## src/pkg/fsre_pkg.sv

```systemverilog
// constants shared by the fieldbus slave error reporting block
// Behaviour
// RQ1: inverter trip forces fault state in status
// RQ2: fault cleared by reset bit once cause gone
// RQ3: inverter warning sets status word bit 7
// RQ4: bit 9 cleared when network control impossible
// RQ5: emergency on trip or warning, not comms
// RQ6: detected error code posted to error register
// RQ7: inverter current error readable by software
// RQ8: diagnosis history keeps last eight errors
// RQ9: status codes none, internal failure, no memory
// RQ10: illegal transition refused, code 0x0011
// RQ11: undefined target state gives code 0x0012
// RQ12: mailbox faults give codes 0x0015, 0x0016
// RQ13: process data watchdog timeout gives 0x001B
// RQ14: bad watchdog setting rejected, code 0x001F
// RQ15: tx/rx mapping faults give 0x0024, 0x0025
// RQ16: sync data loss in operational gives 0x002C
// RQ17: config error blinks indicator 200 ms phases
// RQ18: timeout double flashes, then 1000 ms off
// RQ19: status code held until acked or replaced
package fsre_pkg;
	// ========================================
	// timing
	localparam int CLK_KHZ         = 100_000;
	localparam int T_LED_PH_MS     = 200;
	localparam int T_LED_LONG_MS   = 1000;
	localparam int T_WDT_MS        = 100;
	localparam int T_SYNC_MS       = 10;
	localparam int LED_PH_CYC      = T_LED_PH_MS * CLK_KHZ;
	localparam int LED_LONG_CYC    = T_LED_LONG_MS * CLK_KHZ;
	localparam int WDT_CYC         = T_WDT_MS * CLK_KHZ;
	localparam int SYNC_CYC        = T_SYNC_MS * CLK_KHZ;
	// ========================================
	// register offsets (byte addresses)
	localparam logic [7:0] A_CTRL   = 8'h00;
	localparam logic [7:0] A_STATUS = 8'h04;
	localparam logic [7:0] A_ERRC   = 8'h08;
	localparam logic [7:0] A_INVERR = 8'h0C;
	localparam logic [7:0] A_ALSTAT = 8'h10;
	localparam logic [7:0] A_ALST   = 8'h14;
	localparam logic [7:0] A_WDT    = 8'h18;
	localparam logic [7:0] A_SYNC   = 8'h1C;
	localparam logic [7:0] A_DCNT   = 8'h20;
	localparam logic [2:0] A_DIAG_HI = 3'h2;
	// ========================================
	// field positions
	localparam int CW_FRESET = 7;
	localparam int SW_FAULT  = 3;
	localparam int SW_WARN   = 7;
	localparam int SW_REMOTE = 9;
	localparam int DIAG_N    = 8;
	localparam logic [3:0] DIAG_MAX = 4'h8;
	// ========================================
	// status codes
	localparam logic [15:0] AL_OK       = 16'h0000;
	localparam logic [15:0] AL_UNDEF    = 16'h0001;
	localparam logic [15:0] AL_NOMEM    = 16'h0002;
	localparam logic [15:0] AL_BADTR    = 16'h0011;
	localparam logic [15:0] AL_UNKST    = 16'h0012;
	localparam logic [15:0] AL_MBXRX    = 16'h0015;
	localparam logic [15:0] AL_MBXSET   = 16'h0016;
	localparam logic [15:0] AL_WDTO     = 16'h001B;
	localparam logic [15:0] AL_WDTCFG   = 16'h001F;
	localparam logic [15:0] AL_TXMAP    = 16'h0024;
	localparam logic [15:0] AL_RXMAP    = 16'h0025;
	localparam logic [15:0] AL_SYNC     = 16'h002C;
	localparam logic [15:0] COMM_ERR_CODE = 16'h7500;
	// ========================================
	// requested state encodings
	localparam logic [3:0] RQ_INIT   = 4'h1;
	localparam logic [3:0] RQ_PREOP  = 4'h2;
	localparam logic [3:0] RQ_BOOT   = 4'h3;
	localparam logic [3:0] RQ_SAFEOP = 4'h4;
	localparam logic [3:0] RQ_OP     = 4'h8;

	typedef enum logic [2:0] {
		ST_INIT   = 3'b000,
		ST_PREOP  = 3'b001,
		ST_SAFEOP = 3'b011,
		ST_OP     = 3'b010,
		ST_BOOT   = 3'b110
	} fsre_al_st_t;

	typedef enum logic [1:0] {
		LED_OFF   = 2'b00,
		LED_BLINK = 2'b01,
		LED_DFL   = 2'b11
	} fsre_led_t;
endpackage

```

## src/core/fsre_led.sv

```systemverilog
// error indicator pattern generator
`timescale 1ns/10ps
module fsre_led #(
	parameter int PH_CYC   = fsre_pkg::LED_PH_CYC,
	parameter int LONG_CYC = fsre_pkg::LED_LONG_CYC
) (
	input  wire logic             clk_sys,
	input  wire logic             rstn,
	input  wire fsre_pkg::fsre_led_t mode,
	output logic                  led_ff
);
	// ========================================
	// state
	typedef struct packed {
		logic [31:0]         cnt;
		logic [1:0]          step;
		logic                led;
		fsre_pkg::fsre_led_t mode_q;
	} fsre_led_st_t;

	fsre_led_st_t s_ff;
	fsre_led_st_t nxt_s;
	logic [31:0]  lim;

	always_comb begin
		nxt_s = s_ff;
		lim = (s_ff.step == 2'd3) ? 32'(LONG_CYC - 1) : 32'(PH_CYC - 1);
		nxt_s.mode_q = mode;
		if (mode != s_ff.mode_q) begin
			// restart pattern so a new blink or double flash mode starts with a full on phase
			nxt_s.cnt = '0;
			nxt_s.step = '0;
			nxt_s.led = (mode != fsre_pkg::LED_OFF);
		end else begin
			case (mode)
				fsre_pkg::LED_BLINK: begin
					if (s_ff.cnt == 32'(PH_CYC - 1)) begin
						nxt_s.cnt = '0;
						nxt_s.led = ~s_ff.led; // see RQ17
					end else begin
						nxt_s.cnt = s_ff.cnt + 32'd1;
					end
				end
				fsre_pkg::LED_DFL: begin
					if (s_ff.cnt == lim) begin
						nxt_s.cnt = '0;
						nxt_s.step = s_ff.step + 2'd1;
						nxt_s.led = ~nxt_s.step[0]; // see RQ18
					end else begin
						nxt_s.cnt = s_ff.cnt + 32'd1;
					end
				end
				default: begin
					nxt_s.cnt = '0;
					nxt_s.step = '0;
					nxt_s.led = 1'b0;
				end
			endcase
		end
	end

	always_ff @(posedge clk_sys or negedge rstn) begin
		if (!rstn) begin
			s_ff <= '0;
		end else begin
			s_ff <= nxt_s;
		end
	end

	assign led_ff = s_ff.led;
endmodule

```

## src/core/fsre_top.sv

```systemverilog
// error and status reporting of the fieldbus slave adapter
//
// Implementation choices: the placing of the registers and the plain strobed port.
`timescale 1ns/10ps
module fsre_top #(
	parameter int WDT_DEF  = fsre_pkg::WDT_CYC,
	parameter int SYNC_DEF = fsre_pkg::SYNC_CYC,
	parameter int PH_CYC   = fsre_pkg::LED_PH_CYC,
	parameter int LONG_CYC = fsre_pkg::LED_LONG_CYC
) (
	input  wire logic        clk_sys,
	input  wire logic        rstn,
	input  wire logic [7:0]  reg_addr,
	input  wire logic [31:0] reg_wdata,
	input  wire logic        reg_wr,
	input  wire logic        reg_rd,
	output logic      [31:0] reg_rdata,
	input  wire logic        inv_trip,
	input  wire logic        inv_warn,
	input  wire logic [15:0] inv_err_code,
	input  wire logic [2:0]  local_override,
	input  wire logic        inv_link_ok,
	input  wire logic        comm_err,
	input  wire logic        int_fail,
	input  wire logic        mem_short,
	input  wire logic        mbx_rx_err,
	input  wire logic        mbx_set_err,
	input  wire logic        txmap_err,
	input  wire logic        rxmap_err,
	input  wire logic        al_req_valid,
	input  wire logic [3:0]  al_req_state,
	input  wire logic        rxpdo_seen,
	input  wire logic        sync_seen,
	output logic      [15:0] drv_status,
	output logic      [15:0] al_status,
	output logic      [3:0]  al_state,
	output logic             emcy_valid,
	output logic      [15:0] emcy_code,
	output logic             err_led
);
	// ========================================
	// state
	typedef struct packed {
		logic                      trip_q;
		logic                      warn_q;
		logic                      fault;
		logic [15:0]               sw;
		logic [15:0]               err_code;
		logic [15:0]               inv_err;
		logic [15:0]               al_code;
		fsre_pkg::fsre_al_st_t     al_st;
		logic [3:0]                al_enc;
		logic [31:0]               wdt_per;
		logic [31:0]               sync_per;
		logic [31:0]               wdt_cnt;
		logic [31:0]               sync_cnt;
		logic [7:0][15:0]          diag;
		logic [2:0]                diag_wp;
		logic [3:0]                diag_cnt;
		logic                      emcy_v;
		logic [15:0]               emcy_c;
		logic [31:0]               rdata;
		fsre_pkg::fsre_led_t       led_mode;
	} fsre_st_t;

	fsre_st_t              s_ff;
	fsre_st_t              nxt_s;
	logic                  trip_rise;
	logic                  warn_rise;
	logic                  al_hit;
	logic [15:0]           al_val;
	logic                  rec;
	logic [15:0]           rec_val;
	logic                  req_ok;
	fsre_pkg::fsre_al_st_t req_st;

	function automatic logic fsre_allowed(fsre_pkg::fsre_al_st_t c,
		fsre_pkg::fsre_al_st_t t);
		logic ok;
		ok = 1'b0;
		case (c)
			fsre_pkg::ST_INIT: ok = (t != fsre_pkg::ST_SAFEOP) &&
				(t != fsre_pkg::ST_OP);
			fsre_pkg::ST_PREOP: ok = (t == fsre_pkg::ST_INIT) ||
				(t == fsre_pkg::ST_PREOP) || (t == fsre_pkg::ST_SAFEOP);
			fsre_pkg::ST_SAFEOP: ok = (t != fsre_pkg::ST_BOOT);
			fsre_pkg::ST_OP: ok = (t != fsre_pkg::ST_BOOT);
			fsre_pkg::ST_BOOT: ok = (t == fsre_pkg::ST_INIT) ||
				(t == fsre_pkg::ST_BOOT);
			default: ok = 1'b0;
		endcase
		return ok;
	endfunction

	function automatic logic [3:0] fsre_enc(fsre_pkg::fsre_al_st_t st);
		logic [3:0] e;
		e = fsre_pkg::RQ_INIT;
		case (st)
			fsre_pkg::ST_PREOP: e = fsre_pkg::RQ_PREOP;
			fsre_pkg::ST_SAFEOP: e = fsre_pkg::RQ_SAFEOP;
			fsre_pkg::ST_OP: e = fsre_pkg::RQ_OP;
			fsre_pkg::ST_BOOT: e = fsre_pkg::RQ_BOOT;
			default: e = fsre_pkg::RQ_INIT;
		endcase
		return e;
	endfunction

	// ========================================
	// next state
	always_comb begin
		nxt_s = s_ff;
		nxt_s.emcy_v = 1'b0;
		nxt_s.rdata = '0;
		trip_rise = inv_trip & ~s_ff.trip_q;
		warn_rise = inv_warn & ~s_ff.warn_q;
		nxt_s.trip_q = inv_trip;
		nxt_s.warn_q = inv_warn;
		nxt_s.inv_err = inv_err_code; // see RQ7
		al_hit = 1'b0;
		al_val = fsre_pkg::AL_OK;
		rec = 1'b0;
		rec_val = '0;
		req_ok = 1'b1;
		req_st = fsre_pkg::ST_INIT;

		// register writes
		if (reg_wr) begin
			if (reg_addr == fsre_pkg::A_CTRL) begin
				if (reg_wdata[fsre_pkg::CW_FRESET] && !inv_trip) begin
					nxt_s.fault = 1'b0; // see RQ2
				end
			end else if (reg_addr == fsre_pkg::A_ALSTAT) begin
				nxt_s.al_code = fsre_pkg::AL_OK; // see RQ19
			end else if (reg_addr == fsre_pkg::A_WDT) begin
				if (reg_wdata == '0) begin
					al_hit = 1'b1; // see RQ14
					al_val = fsre_pkg::AL_WDTCFG;
				end else begin
					nxt_s.wdt_per = reg_wdata;
				end
			end else if (reg_addr == fsre_pkg::A_SYNC) begin
				if (reg_wdata != '0) begin
					nxt_s.sync_per = reg_wdata;
				end
			end
		end
		// set wins over a same-cycle fault reset
		if (inv_trip) begin
			nxt_s.fault = 1'b1; // see RQ1
		end

		// lower priority first, later lines override
		if (mem_short) begin
			al_hit = 1'b1; // see RQ9
			al_val = fsre_pkg::AL_NOMEM;
		end
		if (int_fail) begin
			al_hit = 1'b1; // see RQ9
			al_val = fsre_pkg::AL_UNDEF;
		end
		if (rxmap_err) begin
			al_hit = 1'b1; // see RQ15
			al_val = fsre_pkg::AL_RXMAP;
		end
		if (txmap_err) begin
			al_hit = 1'b1; // see RQ15
			al_val = fsre_pkg::AL_TXMAP;
		end
		if (mbx_set_err) begin
			al_hit = 1'b1; // see RQ12
			al_val = fsre_pkg::AL_MBXSET;
		end
		if (mbx_rx_err) begin
			al_hit = 1'b1; // see RQ12
			al_val = fsre_pkg::AL_MBXRX;
		end

		// process data supervision, only in operational
		nxt_s.wdt_cnt = '0;
		nxt_s.sync_cnt = '0;
		if (s_ff.al_st == fsre_pkg::ST_OP) begin
			if (!sync_seen) begin
				nxt_s.sync_cnt = s_ff.sync_cnt + 32'd1;
			end
			if (!rxpdo_seen) begin
				nxt_s.wdt_cnt = s_ff.wdt_cnt + 32'd1;
			end
			if (!sync_seen && s_ff.sync_cnt == s_ff.sync_per - 32'd1) begin
				al_hit = 1'b1; // see RQ16
				al_val = fsre_pkg::AL_SYNC;
				nxt_s.al_st = fsre_pkg::ST_SAFEOP;
			end
			if (!rxpdo_seen && s_ff.wdt_cnt == s_ff.wdt_per - 32'd1) begin
				al_hit = 1'b1; // see RQ13
				al_val = fsre_pkg::AL_WDTO;
				nxt_s.al_st = fsre_pkg::ST_SAFEOP;
			end
		end

		// transition requests rank highest
		if (al_req_valid) begin
			if (al_req_state == fsre_pkg::RQ_INIT) begin
				req_st = fsre_pkg::ST_INIT;
			end else if (al_req_state == fsre_pkg::RQ_PREOP) begin
				req_st = fsre_pkg::ST_PREOP;
			end else if (al_req_state == fsre_pkg::RQ_BOOT) begin
				req_st = fsre_pkg::ST_BOOT;
			end else if (al_req_state == fsre_pkg::RQ_SAFEOP) begin
				req_st = fsre_pkg::ST_SAFEOP;
			end else if (al_req_state == fsre_pkg::RQ_OP) begin
				req_st = fsre_pkg::ST_OP;
			end else begin
				req_ok = 1'b0;
			end
			if (!req_ok) begin
				al_hit = 1'b1; // see RQ11
				al_val = fsre_pkg::AL_UNKST;
				nxt_s.al_st = s_ff.al_st;
			end else if (!fsre_allowed(s_ff.al_st, req_st)) begin
				al_hit = 1'b1; // see RQ10
				al_val = fsre_pkg::AL_BADTR;
				nxt_s.al_st = s_ff.al_st;
			end else begin
				nxt_s.al_st = req_st;
			end
		end
		nxt_s.al_enc = fsre_enc(nxt_s.al_st);
		// new error wins over a same-cycle acknowledge
		if (al_hit) begin
			nxt_s.al_code = al_val; // see RQ19
		end

		// error recording, inverter trip or warning ranks highest
		if (al_hit) begin
			rec = 1'b1;
			rec_val = al_val;
		end
		if (comm_err) begin
			rec = 1'b1;
			rec_val = fsre_pkg::COMM_ERR_CODE;
		end
		if (warn_rise || trip_rise) begin
			rec = 1'b1;
			rec_val = inv_err_code;
		end
		if (rec) begin
			nxt_s.err_code = rec_val; // see RQ6
			nxt_s.diag[s_ff.diag_wp] = rec_val; // see RQ8
			nxt_s.diag_wp = s_ff.diag_wp + 3'd1;
			if (s_ff.diag_cnt != fsre_pkg::DIAG_MAX) begin
				nxt_s.diag_cnt = s_ff.diag_cnt + 4'd1;
			end
		end
		// communication errors raise no emergency
		if (trip_rise || warn_rise) begin
			nxt_s.emcy_v = 1'b1; // see RQ5
			nxt_s.emcy_c = inv_err_code;
		end

		nxt_s.sw = '0;
		nxt_s.sw[fsre_pkg::SW_FAULT] = nxt_s.fault; // see RQ1
		nxt_s.sw[fsre_pkg::SW_WARN] = inv_warn; // see RQ3
		nxt_s.sw[fsre_pkg::SW_REMOTE] = inv_link_ok &&
			(local_override == 3'b000); // see RQ4

		case (nxt_s.al_code)
			fsre_pkg::AL_MBXRX, fsre_pkg::AL_MBXSET, fsre_pkg::AL_WDTCFG,
			fsre_pkg::AL_TXMAP, fsre_pkg::AL_RXMAP:
				nxt_s.led_mode = fsre_pkg::LED_BLINK; // see RQ17
			fsre_pkg::AL_WDTO:
				nxt_s.led_mode = fsre_pkg::LED_DFL; // see RQ18
			default:
				nxt_s.led_mode = fsre_pkg::LED_OFF;
		endcase

		// reads answer one cycle later, unmapped reads zero
		if (reg_rd) begin
			if (reg_addr == fsre_pkg::A_CTRL) begin
				nxt_s.rdata = '0;
			end else if (reg_addr == fsre_pkg::A_STATUS) begin
				nxt_s.rdata = {16'h0000, s_ff.sw};
			end else if (reg_addr == fsre_pkg::A_ERRC) begin
				nxt_s.rdata = {16'h0000, s_ff.err_code};
			end else if (reg_addr == fsre_pkg::A_INVERR) begin
				nxt_s.rdata = {16'h0000, s_ff.inv_err};
			end else if (reg_addr == fsre_pkg::A_ALSTAT) begin
				nxt_s.rdata = {16'h0000, s_ff.al_code};
			end else if (reg_addr == fsre_pkg::A_ALST) begin
				nxt_s.rdata = {28'h000_0000, s_ff.al_enc};
			end else if (reg_addr == fsre_pkg::A_WDT) begin
				nxt_s.rdata = s_ff.wdt_per;
			end else if (reg_addr == fsre_pkg::A_SYNC) begin
				nxt_s.rdata = s_ff.sync_per;
			end else if (reg_addr == fsre_pkg::A_DCNT) begin
				nxt_s.rdata = {25'h0, s_ff.diag_wp, s_ff.diag_cnt};
			end else if (reg_addr[7:5] == fsre_pkg::A_DIAG_HI) begin
				nxt_s.rdata = {16'h0000, s_ff.diag[reg_addr[4:2]]};
			end
		end
	end

	always_ff @(posedge clk_sys or negedge rstn) begin
		if (!rstn) begin
			s_ff <= '0;
			s_ff.wdt_per <= 32'(WDT_DEF);
			s_ff.sync_per <= 32'(SYNC_DEF);
			s_ff.al_enc <= fsre_pkg::RQ_INIT;
		end else begin
			s_ff <= nxt_s;
		end
	end

	assign reg_rdata = s_ff.rdata;
	assign drv_status = s_ff.sw;
	assign al_status = s_ff.al_code;
	assign al_state = s_ff.al_enc;
	assign emcy_valid = s_ff.emcy_v;
	assign emcy_code = s_ff.emcy_c;

	fsre_led #(
		.PH_CYC   (PH_CYC),
		.LONG_CYC (LONG_CYC)
	) u_led (
		.clk_sys (clk_sys),
		.rstn    (rstn),
		.mode    (s_ff.led_mode),
		.led_ff  (err_led)
	);
endmodule

```

## config.mk

```make
export PLATFORM = sky130hd
export DESIGN_NAME = fsre_top
export DESIGN_NICKNAME = d
export VERILOG_FILES = /design/src/pkg/fsre_pkg.sv /design/src/core/fsre_led.sv /design/src/core/fsre_top.sv
export SDC_FILE = /design/constraint.sdc
export NUM_CORES = 1
export LEC_CHECK = 0
export BUFFER_PORTS_ARGS = -buffer_cell sky130_fd_sc_hd__buf_2
export CAP_MARGIN = 20
export CORE_MARGIN = 5
export CORE_UTILIZATION = 49
export CTS_BUF_LIST = sky130_fd_sc_hd__clkbuf_2
export CTS_CLUSTER_DIAMETER = 120
export DETAILED_ROUTE_END_ITERATION = 16
export PLACE_DENSITY = 0.73
export SLEW_MARGIN = 10
export SYNTH_ARGS = -nofsm -noshare
export SYNTH_HDL_FRONTEND = slang
export SYNTH_SLANG_ARGS = --single-unit
```

## constraint.sdc

```tcl
create_clock -name clk_sys -period 5.3 [get_ports clk_sys]
set_clock_uncertainty 0.1 [all_clocks]
set_input_delay 0.265 -clock clk_sys [delete_from_list [all_inputs] [get_ports clk_sys]]
set_output_delay 0.265 -clock clk_sys [all_outputs]
set_load 0.05 [all_outputs]
```

==> out/metrics.cfg, run 1 <==
[clocking]
cts_tree=done
clk_path_buf_depth=3
numCtsBuffers=103
cts_root_buffer=clkbuf_2
clock_latency_ns=1.16
cts.sinks=410
clk_pin_slew_ns=0.10
cts-htree-levels=3

[placed_design]
hpwl_mm=44.96
io_buffers=152
dp_slack_ns=0.5188
gp_congestion=0.9802
placed_cell_area_um2=22450
dp_cells=2641

[worst_setup_path]
worst_setup_path_end_kind=flip-flop
cp.required_ns=6.21
r2r_end=s_ff[155]$_DFFE_PN0P_
worstSetupPathType=reg -> reg
crit_path_max_fanout=9
reg2reg_depth=13
r2r_slack_ns=0.43
timing.rr.start=s_ff[250]$_DFFE_PN0P_
arrival_ns=5.78
start_kind=flip-flop

[cells_and_area]
fin_area_um2=25010
nNetsFinal=2401
area_growth_syn_to_layout_pct=15.63
mostFrequentLayoutCell=dfrtp_1
layout-drive-gt1-share_pct=23.13
final_cells=2991
final_cell_mix=dfrtp_1 (394), nor2_1 (206), dlygate4sd3_1 (157)

[detailed_routing]
drt_pass1_iterations=6
finalWirelength_mm=65.54
detail_route.wl_per_cell_um=21.91
drc=0
drt-initial-drc-count=1721
vias_per_cell=5.820
vias=17410
antenna_left=0

[min_path]
min_to=s_ff[319]$_DFF_PN0_
min_from=al_req_state[1]
whs_path_depth=5
hold_class=in -> reg

[timing]
period_share_pct=91.95
slew_headroom_pct=32.55
worst_pin_slew_ns=1.009
hold_viol=0
finalWorstSetupSlack_ns=0.4266
grt_setup_unrepaired=false
tns_ns=0
setup_viol=0
maxSlewViolCount=0
fmax_ghz=0.2052
min_period_ns=4.873

[floorplanning]
core_um2=43930
num_rows=77
die-width_um=220.1
start_util_pct=49.23
die_area_um2=48440
die_y_um=220.1
ioPinCount=166

[logic_synthesis]
synth_flop_cell=dfrtp_1
ys_seq_area_share_pct=47.53
synthesis.area_um2=21630
yosysUniqueCellTypes=87
synth_edf_count=0
synth_xor_xnor_area_share_pct=6.398
ys.warnings.count=0
synth_fa_ha_area_share_pct=0.5207
async_reset_ff_share_pct=100.0
synth_compound_area_share_pct=9.082
synth-seq-cells=410
synth_simple_gate_area_share_pct=16.36
synthCells=2043
synth_top_family_by_area=simple AND/OR/NAND/NOR gates
postSynthAreaPerCell_um2=10.59
muxShareOfSynthArea_pct=14.46

[global_route]
grt_use_met3_pct=5.619
grt_pass1_vias=17860
top_usage_layer=met2
grt_max_degree=157
grt_util_met1_pct=34.68
antenna_found_initial=2
grt_pass1_wl_mm=102.2
grtUsageMet2_pct=44.61
grtUsageTotal_pct=27.26
gr-total-overflow=0

[flow_run]
drv_cap=0

[pwr]
power_uw=8429
cellLeakagePower_uw=0.01148
ir_worst_vdd_mv=0.2710
powerDensity_nw_per_um2=337.0

[status]
status=finished, final reports clean

## what timing repair did
| item | CTS | global route |
|---|---|---|
| hold endpoints to repair | 760 | 0 |
| buffers inserted | 0 | 0 |
| gates resized for setup | 0 | 0 |
| hold buffers | 158 | 0 |
## cell families after synthesis
family / count (synthesis)
xor+xnor: 158
mux: 246
other cells: 1
flops: 410
compound gates: 289
fa+ha+maj: 9
simple gates: 694
buf+inv: 236
## layer usage
layer  vias up  share of wire (%)
met2       753                 48
met1      8643                 40
met4         0                4.8
li1       7825                  -
met3       186                7.0
met5         -                  0
## sequential cells by signal, indices dropped and copies added, names as in the netlist
signal / count
u_led.s_ff: 36
emcy_valid: 1
emcy_code: 16
reg_rdata: 32
s_ff: 301
al_status: 16
u_led.led_ff: 1
al_state: 4
drv_status: 3
## synthesized netlist by cell type (16+ instances only)
cell type / n / area [um2]
a21o_1: 26 / 195.2
a21oi_1: 56 / 280.3
a22oi_1: 19 / 142.6
a31oi_1: 21 / 131.4
and3_1: 42 / 262.8
buf_4: 84 / 630.6
clkbuf_1: 94 / 352.8
dfrtp_1: 394 / 9859
dfstp_2: 16 / 420.4
inv_1: 42 / 157.7
mux2_1: 50 / 563.0
mux2_2: 121 / 1363
mux2i_1: 33 / 330.3
mux4_2: 32 / 720.7
nand2_1: 143 / 536.8
nand2b_1: 16 / 100.1
nand3_1: 62 / 310.3
nand4_1: 28 / 175.2
nor2_1: 208 / 780.8
nor2b_1: 16 / 100.1
nor3_1: 30 / 150.1
nor4_1: 44 / 275.3
o21ai_0: 58 / 290.3
or3_1: 20 / 125.1
xnor2_1: 73 / 639.4
xor2_1: 85 / 744.5
## per-stage QoR
stage / hold slack [ns] / utilization [%]
finish: 0.2055 / 56.92
global route: 0.1656 / 56.92
CTS: 0.04889 / 56.90
detailed placement: 0.2674 / 51.10
global placement: 0.2542 / 51.10
floorplan: -0.1306 / -
## final cells by class
type                       instances  area (um2)
tap                              592       740.7
fill                            3727       18920
inverter                          42       157.7
clock buffer                     151       755.7
clock inverter                    37       192.7
antenna                            4       10.01
sequential                       410       10280
multi-input combinational       1409       10210
timing repair buffer             346        2665
## critical path, stage by stage, from the launching register on
cell and delay (ns):
dfrtp_1 0.44, inv_1 0.10, ha_1 0.27, nor4b_4 0.50
nand4_1 0.26, buf_4 0.24, o31ai_1 0.28, o211ai_1 0.16
or4_1 0.40, or4_1 0.47, o311a_1 0.32, a211oi_1 0.53
o21ai_1 0.37, mux2_1 0.38
## report_power, final
group          total (uW)  switching, uW  internal (uW)
Sequential           4130            427           3710
Combinational        2140           1090           1040
Clock                2160           1330            827
## worst max-delay path by stage
stage               slack [ns]               endpoint  cells after the start             startpoint
finish                    0.43  s_ff[155]$_DFFE_PN0P_                     13  s_ff[250]$_DFFE_PN0P_
global route              0.18  s_ff[155]$_DFFE_PN0P_                     13  s_ff[250]$_DFFE_PN0P_
CTS                       0.56  s_ff[137]$_DFFE_PN0P_                     14  s_ff[250]$_DFFE_PN0P_
detailed placement        0.52   s_ff[80]$_DFFE_PN0P_                     14  s_ff[250]$_DFFE_PN0P_
global placement          0.63   s_ff[83]$_DFFE_PN0P_                     14  s_ff[250]$_DFFE_PN0P_
floorplan                 1.16  s_ff[100]$_DFFE_PN0P_                     15  s_ff[250]$_DFFE_PN0P_
Power figures use the tool's default switching activity.
==> run 2, diff against run 1 <==
--- a/config.mk
+++ b/config.mk
@@ -13,6 +13,7 @@
 export CTS_CLUSTER_DIAMETER = 120
 export DETAILED_ROUTE_END_ITERATION = 16
 export PLACE_DENSITY = 0.73
+export RECOVER_POWER = 25
 export SLEW_MARGIN = 10
 export SYNTH_ARGS = -nofsm -noshare
 export SYNTH_HDL_FRONTEND = slang
==> run 2 against run 1 <==
The flow now finishes with violations (capacitance limit, slew limit). Worst setup slack worse by 0.0015 ns. Non-clock buffer count unchanged. Die area unchanged. Core utilization is 0.13 points lower. Combinational power about the same. Sequential share of layout area is 0.093 points higher. Maximum frequency hardly changed. Routed wire length down 0.13%. Critical endpoint is now al_state[1]$_DFF_PN0_. Critical path depth unchanged. Via count up 0.37%. Sequential power about the same.
==> out/metrics.cfg, run 2 (synthesis gave the netlist of run 1 again) <==
[detailed_routing]
drt-initial-drc-count=1732
vias_per_cell=5.839
drt_pass1_iterations=6
detail_route.wl_per_cell_um=21.88
finalWirelength_mm=65.45
vias=17470
drc=0
antenna_left=0

[floorplanning]
die_area_um2=48440
die-width_um=220.1
ioPinCount=166
start_util_pct=49.23
die_y_um=220.1
num_rows=77
core_um2=43930

[placed_design]
io_buffers=152
dp_cells=2641
gp_congestion=0.9802
hpwl_mm=44.96

[clocking]
clock_latency_ns=1.15
clk_path_buf_depth=3
clk_pin_slew_ns=0.10
cts_root_buffer=clkbuf_2
cts.sinks=410
post_cts_resized=0
numCtsBuffers=103
cts_tree=done
cts-htree-levels=3

[worst_setup_path]
worst_setup_path_end_kind=flip-flop
crit_path_max_fanout=9
r2r_slack_ns=0.43
arrival_ns=5.71
crit_end=al_state[1]$_DFF_PN0_
r2r_end=al_state[1]$_DFF_PN0_
start_kind=flip-flop
cp.required_ns=6.14
reg2reg_depth=13
worstSetupPathType=reg -> reg
timing.rr.start=s_ff[250]$_DFFE_PN0P_
crit_start=s_ff[250]$_DFFE_PN0P_

[timing]
grt_setup_unrepaired=false
worst_pin_slew_ns=3.054
slew_headroom_pct=-103.6
hold_ws_ns=0.2151
setup_viol=0
min_period_ns=4.875
fmax_ghz=0.2051
maxSlewViolCount=330
tns_ns=0
period_share_pct=91.98
hold_viol=0

[cells_and_area]
area_growth_syn_to_layout_pct=15.36
mostFrequentLayoutCell=dfrtp_1
nNetsFinal=2401
layout-drive-gt1-share_pct=22.84
final_cell_mix=dfrtp_1 (394), nor2_1 (206), dlygate4sd3_1 (157)
fin_util_pct=56.80
top_register=s_ff
fillers=3738
final_cells=2992
largest_reg_flops=301

[global_route]
grt_pass1_wl_mm=102.2
grt_max_degree=157
gr-total-overflow=0
grt_pass1_vias=17860
antenna_found_initial=2
grtUsageTotal_pct=27.26

[status]
status=finished with violations
failed_checks=capacitance limit, slew limit

[pwr]
powerDensity_nw_per_um2=337.3
ir_worst_vdd_mv=0.2690
cellLeakagePower_uw=0.01145

[flow_run]
drv_cap=4

[min_path]
hold_class=in -> reg

[run 2: cell count changes in the layout (fill, tap and decap cells not counted)]
cell / previous run / this run
buf_2: 151 / 147
buf_4: 34 / 32
clkbuf_2: 151 / 152
clkbuf_1: 0 / 7
buf_16: 1 / 0
buf_8: 1 / 0
clkbuf_4: 0 / 1
diode_2: 4 / 5
buf_12: 2 / 1
[run 2: worst min path at each step]
stage	start	to	cells past startpoint
3_3_place_gp	rstn	u_led.s_ff[26]$_DFF_PN0_	1
2_1_floorplan	rstn	al_state[1]$_DFF_PN0_	0
3_5_place_dp	rstn	u_led.s_ff[26]$_DFF_PN0_	1
4_1_cts	al_req_state[1]	s_ff[319]$_DFF_PN0_	5
6_report	al_req_state[1]	s_ff[319]$_DFF_PN0_	5
5_1_grt	inv_err_code[4]	s_ff[341]$_DFF_PN0_	3
[run 2: metrics by stage]
step                      total power, uW  setup slack, ns  instance area, um2
after floorplan                      5567            1.162               21670
after detailed placement             6200           0.5188               22450
after global routing                 8878           0.1812               24950
after global placement               6095           0.6274               22450
final                                8417           0.4251               24950
after CTS                            8453           0.5569               25000
[run 2: critical path: stages, from the launching register on]
cell and delay, ns:
dfrtp_1 0.44, inv_1 0.10, ha_1 0.28, nor4b_4 0.50, nand4_1 0.26, nor4_1 0.49
mux2i_1 0.25, o21ai_1 0.11, a2111o_1 0.49, o21ai_4 0.37, o21ai_0 0.33, a21oi_1 0.24
dlygate4sd3_1 0.67, o21ai_0 0.12
[run 2: area by class of cell]
cell class / instances / area, um2 / share of cell area [%]
clock inverter: 37 / 192.7 / 0.7722
timing repair buffer: 346 / 2606 / 10.45
multi-input combinational: 1409 / 10210 / 40.90
clock buffer: 151 / 755.7 / 3.029
antenna: 5 / 12.51 / 0.05015
sequential: 410 / 10280 / 41.20
tap: 592 / 740.7 / 2.969
inverter: 42 / 157.7 / 0.6318
[run 2: layer usage]
layer	vias up	routed length [um]	GRT usage, %
li1	7834	-	-
met1	8669	26150	34.68
met2	769	31460	44.61
met3	199	4575	5.619
met4	0	3260	13.36
met5	-	0	0
[run 2: report_power, final]
group	total [uW]	internal (uW)	switching, uW
registers	4130	3710	425
logic	2130	1040	1090
clock network	2160	827	1330
[run 2: what timing repair did]
action,4_1_cts,5_1_grt
buffers inserted,0,0
hold buffers,158,0
endpoints found under the hold margin,760,0
==> run 3, diff against run 2 <==
--- a/config.mk
+++ b/config.mk
@@ -12,7 +12,7 @@
 export CTS_BUF_LIST = sky130_fd_sc_hd__clkbuf_2
 export CTS_CLUSTER_DIAMETER = 120
 export DETAILED_ROUTE_END_ITERATION = 16
-export PLACE_DENSITY = 0.73
+export PLACE_DENSITY = 0.76
 export RECOVER_POWER = 25
 export SLEW_MARGIN = 10
 export SYNTH_ARGS = -nofsm -noshare
==> constraint.sdc (replaced) <==
create_clock -name clk_sys -period 4.2 [get_ports clk_sys]
set_clock_uncertainty 0.1 [all_clocks]
set_input_delay 0.21 -clock clk_sys [delete_from_list [all_inputs] [get_ports clk_sys]]
set_output_delay 0.21 -clock clk_sys [all_outputs]
set_load 0.05 [all_outputs]
==> run 3 against run 2 <==
The run still ends with capacitance limit, slew limit left. Critical path type is now in -> reg. Critical endpoint is now reg_rdata[3]$_DFF_PN0_. Die area stayed put. Core utilization up 2.2 points. Largest cell class is now multi-input combinational cells. Total power is 30% higher.
==> out/metrics.cfg, run 3 (synthesis gave the netlist of run 1 again) <==
[min_path]
min_to=s_ff[359]$_DFFE_PN0P_
hold_class=in -> reg
whs_path_depth=4
min_from=inv_err_code[6]

[detailed_routing]
antenna_left=0
detail_route.wl_per_cell_um=21.94
drt-initial-drc-count=1411
vias_per_cell=5.770
drc=0
drt_pass1_iterations=7
vias=17870
finalWirelength_mm=67.96

[timing]
setup_viol=0
hold_ws_ns=0.1450
finalWorstSetupSlack_ns=0.1006
worst_pin_slew_ns=2.696
maxSlewViolCount=416
fmax_ghz=0.2439
slew_headroom_pct=-79.71
tns_ns=0
hold_viol=0
period_share_pct=97.60
min_period_ns=4.099

[global_route]
antenna_found_initial=2
grt_max_degree=106
gr-total-overflow=0
grt_pass1_vias=18330
grtUsageTotal_pct=28.11
grt_pass1_wl_mm=105.1

[cells_and_area]
mostFrequentLayoutCell=dfrtp_1
nNetsFinal=2502
layout-drive-gt1-share_pct=26.01
area_growth_syn_to_layout_pct=19.92
final_cell_mix=dfrtp_1 (393), nor2_1 (206), dlygate4sd3_1 (175)
seq_area_um2=10280
multi_input_area_um2=10300
fillers=3648
fin_util_pct=59.04
largest_reg_flops=301
final_cells=3097
top_register=s_ff

[placed_design]
dp_slack_ns=-0.03667
gp_congestion=1.014
hpwl_mm=46.86
dp_cells=2714
io_buffers=152

[clocking]
clk_pin_slew_ns=0.11
clock_latency_ns=1.20
cts-htree-levels=3
clk_path_buf_depth=3
cts.sinks=410
cts_root_buffer=clkbuf_2
numCtsBuffers=104
cts_tree=done

[floorplanning]
num_rows=77
ioPinCount=166
die_area_um2=48440
die-width_um=220.1
start_util_pct=49.23
die_y_um=220.1
core_um2=43930

[worst_setup_path]
timing.rr.start=s_ff[276]$_DFFE_PN0P_
reg2reg_depth=12
path_cells=dlygate4sd3_1, buf_2, nor4b_1, dlygate4sd3_1, buf_4, and3_1, nor2b_2, buf_4, a21oi_1, o211ai_1, dlygate4sd3_1, o21ai_0, dlygate4sd3_1, a31oi_1, dlygate4sd3_1
crit_start=reg_addr[7]
cpPeakStageDelay_ns=0.62
start_kind=input port
crit_path_max_fanout=33
crit_top_cell=dlygate4sd3_1
r2r_slack_ns=0.11
cp.required_ns=5.19
slowest_stage=dlygate4sd3_1
arrival_ns=5.09
r2r_end=s_ff[131]$_DFFE_PN0P_
worstSetupPathType=in -> reg
worst_setup_path_end_kind=flip-flop

[status]
failed_checks=capacitance limit, slew limit
status=finished with violations

[pwr]
powerDensity_nw_per_um2=423.3
ir_worst_vdd_mv=0.4281
cellLeakagePower_uw=0.01199

[flow_run]
drv_cap=6

-- run 3: cell types whose count changed in the layout (fill, tap and decap cells not counted), sizes merged --
cell          before  now
diode              5    2
dlymetal6s4s       0    1
clkinv            32   39
clkbuf           160  165
bufinv             1    2
buf              180  255
clkinvlp           1    2
dlygate4sd3      157  175
-- run 3: critical path, delay by kind of cell --
family | cells | cell delay [ns]
buffers and inverters | 8 | 3.58
and+or+nand+nor | 3 | 0.77
AOI/OAI and AO/OA | 4 | 0.51
-- run 3: layer usage --
layer / GRT usage, % / wire length (um) / up-vias / part of all wire [%]
li1: - / - / 8024 / -
met1: 35.64 / 27360 / 8930 / 40
met2: 46.10 / 32810 / 742 / 48
met3: 5.962 / 4587 / 174 / 6.7
met4: 13.52 / 3204 / 0 / 4.7
met5: 0 / 0 / - / 0
-- run 3: where the power goes --
| group | internal, uW | switching (uW) | total, uW |
|---|---|---|---|
| combinational | 1420 | 1470 | 2880 |
| sequential | 4680 | 524 | 5200 |
| clock | 1130 | 1770 | 2900 |
| total | 7220 | 3760 | 11000 |
-- run 3: layout make-up --
type | count | area share (%)
multi-input combinational | 1409 | 39.73
sequential | 410 | 39.64
timing repair buffer | 446 | 13.20
clock buffer | 150 | 2.894
tap | 592 | 2.856
clock inverter | 46 | 1.052
inverter | 42 | 0.6078
antenna | 2 | 0.01930
-- run 3: repair_timing --
item	4_1_cts	5_1_grt
setup buffers	0	8
hold endpoints to repair	778	0
resized for setup	1	25
pin swaps	0	9
hold buffers	177	0
setup endpoints to repair	8	125
-- run 3: how the worst max path moves through the flow --
stage | to | depth (start not counted) | slack [ns]
after floorplan | s_ff[100]$_DFFE_PN0P_ | 15 | 0.06
after global placement | s_ff[91]$_DFFE_PN0P_ | 11 | 0.10
after detailed placement | s_ff[131]$_DFFE_PN0P_ | 13 | -0.04
after CTS | s_ff[137]$_DFFE_PN0P_ | 13 | 0.008
after global routing | s_ff[137]$_DFFE_PN0P_ | 12 | -0.02
final | reg_rdata[3]$_DFF_PN0_ | 15 | 0.10
-- run 3: metrics by stage --
stage	total power [uW]	instance area (um2)
after floorplan	7025	21670
after global placement	7786	23050
after detailed placement	7946	23050
after CTS	10990	25870
after global routing	11560	25930
final	10980	25940
